## src/core/vkr_params.svh

```systemverilog
// Purpose: constants for the virtual k-clock resampler
// Assumes: samples of both channels arrive together on clk
// Notes:   counts are in sample clocks of 4 ns
// Functional notes
// (RULE_01) a rising edge is an upward pass of channel two through the threshold
// (RULE_02) the first sample after the crossing marks the edge position
// (RULE_03) the detector sample at that index is output, one per edge
// (RULE_04) optional linear interpolation places the edge finer than one sample
// (RULE_05) edges of pulses below a minimum amplitude are discarded, no output
// (RULE_06) each output carries the raw sample number of its edge
// (RULE_07) outputs are indexed by accepted edge count, not by time
// (RULE_08) the acquisition path delivers both channels in lockstep on one clock
`ifndef VKR_PARAMS_SVH
`define VKR_PARAMS_SVH
`define VKR_SAMPLE_W   16
`define VKR_INDEX_W    32
`define VKR_FRAC_W     8
`define VKR_CLK_PS     4000
`define VKR_RES_PS     100
// fraction steps needed for the target resolution, rounded up
`define VKR_FRAC_MIN   ((`VKR_CLK_PS + `VKR_RES_PS - 1) / `VKR_RES_PS)
`define VKR_BUF_DEPTH  2
`endif

```

## src/core/vkr_pkg.sv

```systemverilog
// Purpose: shared types of the resampler
// Assumes: vkr_params.svh constants
// Notes:   none
`include "vkr_params.svh"
package vkr_pkg;
    typedef logic signed [`VKR_SAMPLE_W-1:0] vkr_sample_t;
    typedef logic [`VKR_INDEX_W-1:0]         vkr_index_t;
    typedef logic [`VKR_FRAC_W-1:0]          vkr_frac_t;
    typedef struct packed {
        vkr_sample_t value;
        vkr_index_t  rawIndex;
        vkr_index_t  edgeCount;
        vkr_frac_t   frac;
    } vkr_word_t;
    typedef enum logic [0:0] {VKR_IDLE, VKR_PULSE} vkr_state_t;
endpackage

```

## src/core/vkr_buf_if.sv

```systemverilog
// Purpose: valid/ready carrier between resampler and its buffer
// Assumes: single clock
// Notes:   none
`timescale 1ns/10ps
`default_nettype none
interface vkr_buf_if;
    import vkr_pkg::*;
    logic      valid;
    logic      ready;
    vkr_word_t data;
    modport src (output valid, output data, input ready);
    modport snk (input valid, input data, output ready);
endinterface
`default_nettype wire

```

## src/core/vkr_buf.sv

```systemverilog
// Purpose: two-entry skid buffer on the output stream
// Assumes: synchronous active-low reset
// Notes:   output data and valid come from flip-flops
`timescale 1ns/10ps
`default_nettype none
`include "vkr_params.svh"
module vkr_buf (
    input  wire logic         clk,
    input  wire logic         nrst,
    vkr_buf_if.snk            inp,
    output var  logic         outValid,
    output var  vkr_pkg::vkr_word_t outData,
    input  wire logic         outReady
);
    import vkr_pkg::*;
    // ****************************************
    // storage
    // ****************************************
    vkr_word_t mem_r [`VKR_BUF_DEPTH];
    vkr_word_t mem_nxt [`VKR_BUF_DEPTH];
    logic [1:0] cnt_r, cnt_nxt;
    logic push, pop;
    logic headValid_r, headValid_nxt;
    // head entry is mem_r[0]; a word is never dropped on a stall
    assign inp.ready = (cnt_r != 2'h2);
    assign push = inp.valid && inp.ready;
    assign pop  = (cnt_r != 2'h0) && outReady;
    always_comb begin
        mem_nxt = mem_r;
        cnt_nxt = cnt_r;
        if (pop) begin
            mem_nxt[0] = mem_r[1];
        end
        if (push) begin
            if (cnt_r == 2'h0 || (cnt_r == 2'h1 && pop)) begin
                mem_nxt[0] = inp.data;
            end else if (pop) begin
                mem_nxt[0] = mem_r[1];
                mem_nxt[1] = inp.data;
            end else begin
                mem_nxt[1] = inp.data;
            end
        end
        cnt_nxt = 2'(cnt_r + {1'b0, push} - {1'b0, pop});
        headValid_nxt = (cnt_nxt != 2'h0);
    end
    always_ff @(posedge clk) begin
        if (!nrst) begin
            cnt_r    <= 2'h0;
            headValid_r <= 1'b0;
            mem_r[0] <= '0;
            mem_r[1] <= '0;
        end else begin
            cnt_r <= cnt_nxt;
            headValid_r <= headValid_nxt;
            mem_r <= mem_nxt;
        end
    end
    assign outValid = headValid_r;
    assign outData  = mem_r[0];
    a_buf_nolose: assert property (@(posedge clk) disable iff (!nrst)
        outValid && !outReady |=> outValid && $stable(outData))
        else $error("buffer lost head word under stall");
    a_buf_full: assert property (@(posedge clk) disable iff (!nrst)
        cnt_r == 2'h2 && !outReady |=> cnt_r == 2'h2 && $stable(mem_r[1]))
        else $error("full buffer changed under stall");
endmodule
`default_nettype wire

```

## src/core/vkr_resampler.sv

```systemverilog
// Purpose: virtual k-clock resampling of a detector channel
// Assumes: both channels valid together on any clk with inValid high
// Notes:   one output word per accepted fringe-clock edge
`timescale 1ns/10ps
`default_nettype none
`include "vkr_params.svh"
module vkr_resampler #(
    parameter int SAMPLE_W = `VKR_SAMPLE_W
) (
    input  wire logic               clk,
    input  wire logic               nrst,
    input  wire logic               inValid,
    input  wire vkr_pkg::vkr_sample_t detSample,
    input  wire vkr_pkg::vkr_sample_t kclkSample,
    input  wire vkr_pkg::vkr_sample_t threshold,
    input  wire vkr_pkg::vkr_sample_t minAmplitude,
    input  wire logic               rejectEnable,
    input  wire logic               interpEnable,
    input  wire logic               frameStart,
    output logic                    inReady,
    output logic                    outValid,
    output vkr_pkg::vkr_word_t      outData,
    input  wire logic               outReady,
    output logic                    dropPulse
);
    import vkr_pkg::*;
    // ****************************************
    // edge detection and pulse tracking
    // ****************************************
    vkr_buf_if bif ();
    vkr_sample_t prevK_r, prevK_nxt;
    vkr_sample_t peak_r, peak_nxt;
    vkr_index_t  sampleNo_r, sampleNo_nxt;
    vkr_index_t  edgeCnt_r, edgeCnt_nxt;
    vkr_state_t  state_r, state_nxt;
    vkr_word_t   pend_r, pend_nxt;
    logic        pendV_r, pendV_nxt;
    logic        haveK_r, haveK_nxt;
    logic        stv_r, stv_nxt;
    vkr_word_t   stw_r, stw_nxt;
    logic        drop_r, drop_nxt;
    logic        inReady_r, inReady_nxt;
    logic [1:0]  bufCnt_r, bufCnt_nxt;
    logic        bufPush, bufPop;
    logic        take, rising, falling, accept;
    logic signed [SAMPLE_W:0] num, den;
    logic [`VKR_FRAC_W+SAMPLE_W:0] quot;
    // stall the source whenever the stage slot cannot drain
    // ready leaves a flip-flop, fed by a mirror of the buffer fill count
    assign bufPush = stv_r && (bufCnt_r != 2'h2);
    assign bufPop  = (bufCnt_r != 2'h0) && outReady;
    assign inReady = inReady_r;
    assign take    = inValid && inReady;
    // upward pass through the threshold [RULE_01]
    assign rising  = haveK_r && (prevK_r < threshold) && (kclkSample >= threshold);
    assign falling = (kclkSample < threshold);
    // pulse must reach threshold plus minimum before it ends [RULE_05]
    assign accept  = !rejectEnable ||
                     ((SAMPLE_W+1)'(peak_r) - (SAMPLE_W+1)'(threshold) >=
                      (SAMPLE_W+1)'(minAmplitude));
    // fraction of the sample period before the marked sample [RULE_04]
    assign num  = (SAMPLE_W+1)'(kclkSample) - (SAMPLE_W+1)'(threshold);
    assign den  = (SAMPLE_W+1)'(kclkSample) - (SAMPLE_W+1)'(prevK_r);
    assign quot = (den == '0) ? '0 :
                  (`VKR_FRAC_W+SAMPLE_W+1)'(({{`VKR_FRAC_W{1'b0}}, num} << `VKR_FRAC_W)
                  / {{`VKR_FRAC_W{1'b0}}, den});
    always_comb begin
        prevK_nxt    = prevK_r;
        peak_nxt     = peak_r;
        sampleNo_nxt = sampleNo_r;
        edgeCnt_nxt  = edgeCnt_r;
        state_nxt    = state_r;
        pend_nxt     = pend_r;
        pendV_nxt    = pendV_r;
        haveK_nxt    = haveK_r;
        stv_nxt      = stv_r && !bif.ready;
        stw_nxt      = stw_r;
        drop_nxt     = 1'b0;
        if (take) begin
            prevK_nxt    = kclkSample;
            haveK_nxt    = 1'b1;
            sampleNo_nxt = sampleNo_r + 1'b1;
            unique case (state_r)
                VKR_IDLE: begin
                    if (rising) begin
                        // mark the first sample after crossing [RULE_02]
                        state_nxt          = VKR_PULSE;
                        peak_nxt           = kclkSample;
                        pend_nxt.value     = detSample;        // [RULE_03]
                        pend_nxt.rawIndex  = sampleNo_r;       // [RULE_06]
                        pend_nxt.frac      = interpEnable ?
                            `VKR_FRAC_W'(quot) : '0;           // [RULE_04]
                        pendV_nxt          = 1'b1;
                    end
                end
                VKR_PULSE: begin
                    if (kclkSample > peak_r) begin
                        peak_nxt = kclkSample;
                    end
                    if (falling) begin
                        state_nxt = VKR_IDLE;
                        pendV_nxt = 1'b0;
                        if (accept) begin
                            // sequence index is accepted edge count [RULE_07]
                            stw_nxt           = pend_r;
                            stw_nxt.edgeCount = edgeCnt_r;
                            stv_nxt           = 1'b1;
                            edgeCnt_nxt       = edgeCnt_r + 1'b1;
                        end else begin
                            drop_nxt = 1'b1;           // [RULE_05]
                        end
                    end
                end
            endcase
        end
        if (frameStart) begin
            sampleNo_nxt = '0;
            edgeCnt_nxt  = '0;
            state_nxt    = VKR_IDLE;
            pendV_nxt    = 1'b0;
            haveK_nxt    = 1'b0;
        end
        bufCnt_nxt  = 2'(bufCnt_r + {1'b0, bufPush} - {1'b0, bufPop});
        inReady_nxt = !stv_nxt || (bufCnt_nxt != 2'h2);
    end
    always_ff @(posedge clk) begin
        if (!nrst) begin
            prevK_r    <= '0;
            peak_r     <= '0;
            sampleNo_r <= '0;
            edgeCnt_r  <= '0;
            state_r    <= VKR_IDLE;
            pend_r     <= '0;
            pendV_r    <= 1'b0;
            haveK_r    <= 1'b0;
            stv_r      <= 1'b0;
            stw_r      <= '0;
            drop_r     <= 1'b0;
            bufCnt_r   <= 2'h0;
            inReady_r  <= 1'b1;
        end else begin
            prevK_r    <= prevK_nxt;
            peak_r     <= peak_nxt;
            sampleNo_r <= sampleNo_nxt;
            edgeCnt_r  <= edgeCnt_nxt;
            state_r    <= state_nxt;
            pend_r     <= pend_nxt;
            pendV_r    <= pendV_nxt;
            haveK_r    <= haveK_nxt;
            stv_r      <= stv_nxt;
            stw_r      <= stw_nxt;
            drop_r     <= drop_nxt;
            bufCnt_r   <= bufCnt_nxt;
            inReady_r  <= inReady_nxt;
        end
    end
    assign bif.valid = stv_r;
    assign bif.data  = stw_r;
    assign dropPulse = drop_r;
    // ****************************************
    // output buffer
    // ****************************************
    // lockstep channels let one index serve both [RULE_08]
    vkr_buf u_buf (
        .clk      (clk),
        .nrst     (nrst),
        .inp      (bif),
        .outValid (outValid),
        .outData  (outData),
        .outReady (outReady)
    );
    a_edge_mark: assert property (@(posedge clk) disable iff (!nrst)
        take && !frameStart && state_r == VKR_IDLE && rising
        |=> pendV_r && pend_r.rawIndex == $past(sampleNo_r)) // [RULE_02]
        else $error("edge not marked at crossing sample");
    a_det_pick: assert property (@(posedge clk) disable iff (!nrst)
        take && !frameStart && state_r == VKR_IDLE && rising
        |=> pend_r.value == $past(detSample)) // [RULE_03]
        else $error("wrong detector sample picked");
    a_no_edge: assert property (@(posedge clk) disable iff (!nrst)
        take && state_r == VKR_IDLE && !rising |=> !pendV_r) // [RULE_01]
        else $error("edge marked without upward crossing");
    a_reject_drop: assert property (@(posedge clk) disable iff (!nrst)
        take && !frameStart && state_r == VKR_PULSE && falling && !accept
        |=> dropPulse && edgeCnt_r == $past(edgeCnt_r)) // [RULE_05]
        else $error("weak pulse not dropped");
    a_count_seq: assert property (@(posedge clk) disable iff (!nrst)
        take && !frameStart && state_r == VKR_PULSE && falling && accept
        |=> stv_r && stw_r.edgeCount == $past(edgeCnt_r)
            && edgeCnt_r == $past(edgeCnt_r) + 1) // [RULE_07]
        else $error("edge count not sequential");
    a_raw_index: assert property (@(posedge clk) disable iff (!nrst)
        take && !frameStart && state_r == VKR_PULSE && falling && accept
        |=> stw_r.rawIndex == $past(pend_r.rawIndex)) // [RULE_06]
        else $error("raw sample number lost");
    a_interp_off: assert property (@(posedge clk) disable iff (!nrst)
        take && !frameStart && state_r == VKR_IDLE && rising && !interpEnable
        |=> pend_r.frac == '0) // [RULE_04]
        else $error("fraction set with interpolation off");
    a_stall_hold: assert property (@(posedge clk) disable iff (!nrst)
        stv_r && !bif.ready |=> stv_r && $stable(stw_r))
        else $error("stage word lost under stall");
    // ****************************************
    // further checks
    // ****************************************
    a_ready_mirror: assert property (@(posedge clk) disable iff (!nrst)
        inReady == (!stv_r || bif.ready))
        else $error("registered ready differs from stage and buffer state");
    a_first_sample: assert property (@(posedge clk) disable iff (!nrst)
        take && !frameStart && !haveK_r |=> !pendV_r) // [RULE_01]
        else $error("edge marked on first sample of a frame");
    a_drop_once: assert property (@(posedge clk) disable iff (!nrst)
        dropPulse |=> !dropPulse) // [RULE_05]
        else $error("drop pulse longer than one cycle");
    a_word_value: assert property (@(posedge clk) disable iff (!nrst)
        take && !frameStart && state_r == VKR_PULSE && falling && accept
        |=> stw_r.value == $past(pend_r.value)) // [RULE_03]
        else $error("detector sample lost at pulse end");
    a_sample_count: assert property (@(posedge clk) disable iff (!nrst)
        take && !frameStart |=> sampleNo_r == $past(sampleNo_r) + 1) // [RULE_06]
        else $error("raw sample number skipped");
    a_frame_clear: assert property (@(posedge clk) disable iff (!nrst)
        frameStart
        |=> sampleNo_r == '0 && edgeCnt_r == '0 && state_r == VKR_IDLE) // [RULE_07]
        else $error("frame start did not clear counts");
endmodule
`default_nettype wire

```

## config.mk

```make
export PLATFORM = sky130hd
export DESIGN_NAME = vkr_resampler
export DESIGN_NICKNAME = d
export VERILOG_FILES = /design/src/core/vkr_pkg.sv /design/src/core/vkr_buf_if.sv /design/src/core/vkr_buf.sv /design/src/core/vkr_resampler.sv
export VERILOG_INCLUDE_DIRS = /design/src /design/src/core
export SDC_FILE = /design/constraint.sdc
export NUM_CORES = 2
export LEC_CHECK = 0
export BUFFER_PORTS_ARGS = -buffer_cell sky130_fd_sc_hd__buf_2
export CORE_MARGIN = 8
export CORE_UTILIZATION = 64
export CTS_CLUSTER_SIZE = 8
export DETAILED_ROUTE_END_ITERATION = 10
export PLACE_DENSITY = 0.88
export SYNTH_ARGS = -nofsm -noshare
export SYNTH_HDL_FRONTEND = slang
export SYNTH_SLANG_ARGS = --single-unit
export TNS_END_PERCENT = 20
```

## constraint.sdc

```tcl
create_clock -name clk -period 73.2 [get_ports clk]
set_input_delay 0 -clock clk [delete_from_list [all_inputs] [get_ports clk]]
set_output_delay 0 -clock clk [all_outputs]
set_load 0.005 [all_outputs]
```

Yosys cells after proc, flatten, opt, wreduce, memory -nomap -nowiden

Cells that the tools add are included.

Add/sub/neg operators: 9
Div/mod/pow operators: 1
$lt $le $gt $ge: 5
Eq/ne operators: 6
Multiplexer cells: 18
Bitwise operators: 3
Reduce and logical (&&, ||, !) cells: 26

Operator list:

| kind                                                             | number |
|---|---|
| 88-bit two-way mux                                               | 4 |
| 176-bit two-way mux                                              | 1 |
| 32-bit by 1-bit adder with 32-bit output (second input constant) | 2 |
| 16-bit by 16-bit subtractor with 17-bit output                   | 3 |
| 16-bit < comparator                                              | 2 |
| 16-bit two-way mux                                               | 2 |
| 16-bit one-hot mux with 2 select lines                           | 1 |
| 25-bit by 17-bit divider with 25-bit output                      | 1 |
| 17-bit by 16-bit >= comparator with 1-bit output                 | 1 |
| 17-bit zero test                                                 | 1 |
| 16-bit >= comparator                                             | 1 |
| 16-bit > comparator                                              | 1 |
| 8-bit two-way mux                                                | 2 |
| 1-bit logical AND                                                | 9 |
| 2-bit inequality test (second input constant)                    | 4 |
| 4-bit AND reduction                                              | 2 |
| 1-bit two-way mux                                                | 7 |
| 3-bit AND reduction                                              | 2 |
| 2-bit nonzero test                                               | 3 |
| 2-bit by 1-bit adder with 2-bit output                           | 2 |
| 2-bit by 1-bit subtractor with 2-bit output                      | 2 |
| 1-bit zero test                                                  | 3 |
| 1-bit logical OR                                                 | 3 |
| 1-bit NOT                                                        | 3 |
| other kinds (6)                                                  | 6 |

Register bits after elaboration: 426
Input bits: 71
Output and inout bits: 91
Logic and storage cells: 95

Logic depth before layout (Yosys ltp)

Depth in word-level cells: 9
Depth in mapped cells: 318
Gate-level depth less buffers: 298

Modules after synthesis

From an unflattened synthesis, not the netlist that was laid out.

Cell total of the unflattened synthesis: 4767
Area total of the unflattened synthesis: 37409.6 µm²

Modules (own cells, without submodules):

| module        | instances | cells each | area each (µm²) | sequential area each (µm²) |
|---|---|---|---|---|
| vkr_resampler | 1         | 3850       | 29054.1         | 4944.7 |
| vkr_buf       | 1         | 917        | 8355.5          | 3583.4 |

Least setup slack after synthesis

Ideal clock, no wire load.

Kind: register to register
Start point: reg prevK_r[0]
End point: reg pend_r[0] in the netlist's numbering
Setup time: 131 ps
Arrival time: 59086 ps
Data required time: 73069 ps
Slack: 13982 ps
Stages on the path, launching flop included: 303
Path buffers: 23
Clock period less this slack: 59218 ps
Path through: dfxtp_1 -> ha_1 -> inv_1 -> fa_1 -> a21o_1 -> a22o_1 -> o311ai_1 -> xor2_1 -> o221a_2 -> and4_1 -> buf_4 -> clkbuf_1 -> buf_1 -> nand3_1 -> nor2_1 -> a21oi_1 -> a21oi_1 -> ha_1 -> [... 267 more ...] -> a21o_1 -> a21oi_1 -> nor2b_1 -> o21ai_0 -> nand2b_1 -> a21oi_1 -> nor2b_1 -> o21ai_0 -> nand2b_1 -> a21oi_1 -> o21ai_0 -> a21o_1 -> a211o_1 -> a21o_1 -> a221oi_1 -> o2111ai_1 -> o31ai_1 -> o211ai_1

Word-level cells in the longest chain between the ends: 4
Elaborated cells between the ends (all ways): 9
Classes of those cells: add/sub (1); div (1); order compare (1); mux (2); reduce/logical (4)

Ends and longest elaborated chain:

| what                                                                                  | RTL line                                 | text |
|---|---|---|
| from (decl)                                                                           | vkr_resampler.sv:31                      | `vkr_sample_t prevK_r, prevK_nxt;` |
| from (signal assigned)                                                                | vkr_resampler.sv:142                     | `prevK_r <= prevK_nxt;` |
| 16-bit by 16-bit subtractor with 17-bit output or 16-bit < comparator (tied branches) | vkr_resampler.sv:63, vkr_resampler.sv:55 |  |
| 25-bit by 17-bit divider with 25-bit output (tied with other cells)                   | vkr_resampler.sv:65                      | `` (`VKR_FRAC_W+SAMPLE_W+1)'(({{`VKR_FRAC_W{1'b0}}, num} << `VKR_FRAC_W) `` |
| 8-bit two-way mux or 1-bit logical AND (tied branches)                                | vkr_resampler.sv:64, vkr_resampler.sv:55 |  |
| 8-bit two-way mux or 3-bit AND reduction (tied branches)                              | --                                       |  |
| to (signal assigned)                                                                  | vkr_resampler.sv:147                     | `pend_r <= pend_nxt;` |
| to (decl)                                                                             | vkr_resampler.sv:36                      | `vkr_word_t pend_r, pend_nxt;` |

Several ways; a longest one is shown, not always the timed one.
A chain may end at the register's enable or synchronous reset.

Worst setup path after layout

Start point: reg prevK_r[7]
End point: reg pend_r[0] in the netlist's numbering

The elaborated chain is that of the path after synthesis.

==> key figures <==
Run status
  – Outcome: complete, no violations

Clock network
  – Root buffer cell: clkbuf_16
  – CTS clock-pin slew for the worst setup and hold paths: 0.05 ns
  – Setup bufs post-CTS: 0
  – Clock Sinks: 426
  – CTS tree: done
  – Clock Latency Late Sink: 0.62 ns
  – CTS HTree Levels: 2
  – CTS buffer count: 59
  – Maximum clock insertion buffer count: 3

Critical path
  – R2R cell count: 281
  – Crit Path Max Fanout: 34
  – Critical Path Source Type: flip-flop
  – Reg-to-reg critical path endpoint: pend_r[0]
  – CP arrival: 67.86 ns
  – Reg-to-reg startpoint: prevK_r[7]
  – Crit-path max cell delay: 0.77 ns
  – Crit-path slowest cell: and3_1
  – Endpoint type of the worst setup path: flip-flop
  – Crit path top cell by count: a21oi_1
  – R2R setup slack: 5.81 ns
  – Crit path kind: flip-flop to flip-flop
  – Critical Path RT: 73.67 ns

GRT
  – Largest net degree at the start of global routing: 155
  – Grt ovf: 0
  – Vias in the first global route: 33400
  – GRT Total Usage: 0.311
  – First-pass GRT wire length: 172000 µm
  – Antenna violations before repair: 4

Layout
  – Synth-to-Final Area Change: 7.40%
  – Footprint of the multi-input gates: 26400 µm²
  – Register area: 8530 µm²
  – Final net count: 5116
  – Fillers: 4364
  – Share of layout cells above drive strength 1: 0.0915

Synthesis
  – Synth Instances: 4622
  – Post-Syn Area: 36900 µm²
  – FFs w/ async S/R, synth: 0
  – Avg Cell Area, Syn: 7.98 µm²
  – Ys Warns: 0
  – Synth cell types: 101
  – Net Count, Synth: 5083
  – Top_reg_cell synth: dfxtp_1
  – Sequential element share of the synthesized area: 0.231
  – Number of flops mapped to enable cells by yosys: 0
  – Yosys reg bits: 426

Route
  – DR WL/cell: 20.0 µm
  – Via density: 6.40
  – Via count: 34700
  – DRC violations left: 0
  – Total Wirelength: 108000 µm
  – Drt first-iter violations: 3277
  – Post-route ant nets: 0
  – 1st-pass router iterations: 9

Timing
  – RSZ-0062 raised after global routing: false
  – Layout Skew: 0.0559 ns
  – FMAX: 0.0148 GHz
  – Worst-Margin Slew: 1.12 ns
  – Fin crit share: 0.921
  – Tmin final: 67.39 ns
  – Final Hold Viols: 0
  – Setup TNS: 0 ns
  – Relative slew slack: 0.251
  – Setup violators final: 0
  – Slew Limit Fails: 0

Worst hold path
  – Hold Crit Endpoint: u_buf.mem_r[9]
  – Hold Path Depth: 4
  – Hold_sp: outReady
  – Hold WC Path Type: input pin to flip-flop

Flow run
  – Max-cap violations: 0

Die
  – Initial core utilization: 0.643
  – FP Rows: 88
  – Die W: 256 µm
  – Die Area: 65500 µm²
  – Ports: 162
  – Die height: 256 µm
  – Core Area: 57400 µm²

Placement
  – Detailed placement HPWL: 75400 µm
  – Port Buffers: 161
  – GPL Wtd Cong: 1.02
-- cells in the mapped netlist, types with 30 or more instances --
master	instances	area, µm²
dfxtp_1	426	8530
and3_1	30	188
nand2b_1	66	413
and2_1	35	219
o211ai_1	37	278
inv_1	196	736
nand4_1	41	257
o21a_1	75	563
o21bai_1	34	255
nand2_1	547	2050
o31ai_1	31	233
a21boi_0	118	886
nor3_1	86	430
mux2i_1	244	2440
or3_1	31	194
ha_1	386	4830
clkbuf_1	137	514
buf_4	89	668
xnor2_1	145	1270
o21ai_0	206	1030
mux2_2	72	811
a21oi_1	300	1500
nor2b_1	200	1250
nor2_1	340	1280
o211a_1	95	951
xor2_1	132	1160
a21o_1	94	706
nand3_1	92	460
-- how the worst max path moves through the flow --
| stage | start | to | slack (ns) | cells after the start |
|---|---|---|---|---|
| finish | prevK_r[7] | pend_r[0] | 5.81 | 281 |
| CTS | prevK_r[7] | pend_r[0] | 7.30 | 282 |
| floorplan | prevK_r[0] | pend_r[0] | 13.98 | 302 |
| global placement | prevK_r[7] | pend_r[0] | 9.53 | 283 |
| detailed placement | prevK_r[7] | pend_r[0] | 7.55 | 284 |
| global route | prevK_r[7] | pend_r[0] | 0.21 | 284 |
-- metal layers --
| metal | vias to the layer above | global-route usage | wire length, µm |
|---|---|---|---|
| met1 | 16300 | 0.397 | 44500 |
| met4 | 2 | 0.151 | 5470 |
| met5 | - | 0 | 11 |
| met3 | 377 | 0.0612 | 10300 |
| met2 | 1655 | 0.500 | 48000 |
| li1 | 16400 | - | - |
-- repair_timing --
| action | CTS | global route |
|---|---|---|
| setup endpoints to repair | 0 | 1 |
| gates resized for setup | 0 | 1 |
| hold endpoints to repair | 49 | 0 |
| hold buffers | 33 | 0 |
-- metrics by stage --
stage          cells  setup slack [ns]  utilization  hold WS (ns)  area (µm²)
6_report        5426              5.81        0.690        0.0813       39600
3_3_place_gp    5326              9.53        0.657         0.251       37700
5_1_grt         5425             0.213        0.690        0.0937       39600
2_1_floorplan   4622             13.98            -         0.145       36900
4_1_cts         5423              7.30        0.690        0.0698       39600
3_5_place_dp    5326              7.55        0.657         0.260       37700
-- final cells by class --
type                    instances  area share
clock buffers                  60      0.0374
clock inverters                 4     0.00221
flip-flops and latches        426       0.215
diodes                          3    0.000190
multi-input cells            3737       0.666
inverters                     198      0.0188
repair buffers                233      0.0363
well taps                     765      0.0242
-- sequential cells by signal (all words and copies together), names as in the netlist --
register,cells
bif.data,88
u_buf.mem_r,88
u_buf.outData,88
pend_r,56
edgeCnt_r,32
sampleNo_r,32
peak_r,16
prevK_r,16
bufCnt_r,2
u_buf.cnt_r,2
bif.valid,1
dropPulse,1
haveK_r,1
inReady,1
state_r,1
u_buf.outValid,1
-- worst max-delay path: cells and delay by family (launching register included) --
family,cells,cell delay [ns]
AOI/OAI and AO/OA,157,35.13
muxes,9,3.08
DFF,1,0.38
and+or+nand+nor,77,17.48
adders and majority gates,25,8.20
buffers and inverters,13,2.81
-- kinds of logic after synthesis --
logic type                 count (synthesis)  share of synthesized area
and+or+nand+nor                         1561                      0.202
AOI/OAI and AO/OA                       1183                      0.219
buffers and inverters                    459                     0.0564
DFF                                      426                      0.231
adders and majority gates                390                      0.133
muxes                                    326                     0.0922
xor gates and xnor gates                 277                     0.0658
-- placed cells by master (no fill, tap or decap), types with 10 or more instances in the layout --
cell	instances
nor3b_1	10
ha_1	386
a31oi_1	28
buf_2	160
a211oi_1	24
inv_1	196
a211o_1	14
nor3_1	85
dfxtp_1	426
mux2i_1	244
o21ai_0	205
or2_2	29
nand3_1	92
and3_1	30
o21bai_1	34
nor2_1	337
dlygate4sd3_1	33
nor2b_1	200
a21o_1	93
or3_1	31
clkbuf_16	59
buf_4	39
a21oi_1	298
xor2_1	131
o211a_1	95
xnor2_1	143
nand2b_1	64
o21a_1	75
mux2_2	72
nand4_1	41
and4_1	10
o211ai_1	37
and2_1	35
o31ai_1	31
nor4_1	13
nand2_1	547
a21boi_0	118
Power is not shown: default switching activity piles up to over one toggle a cycle in this logic, so the estimate is an artifact.
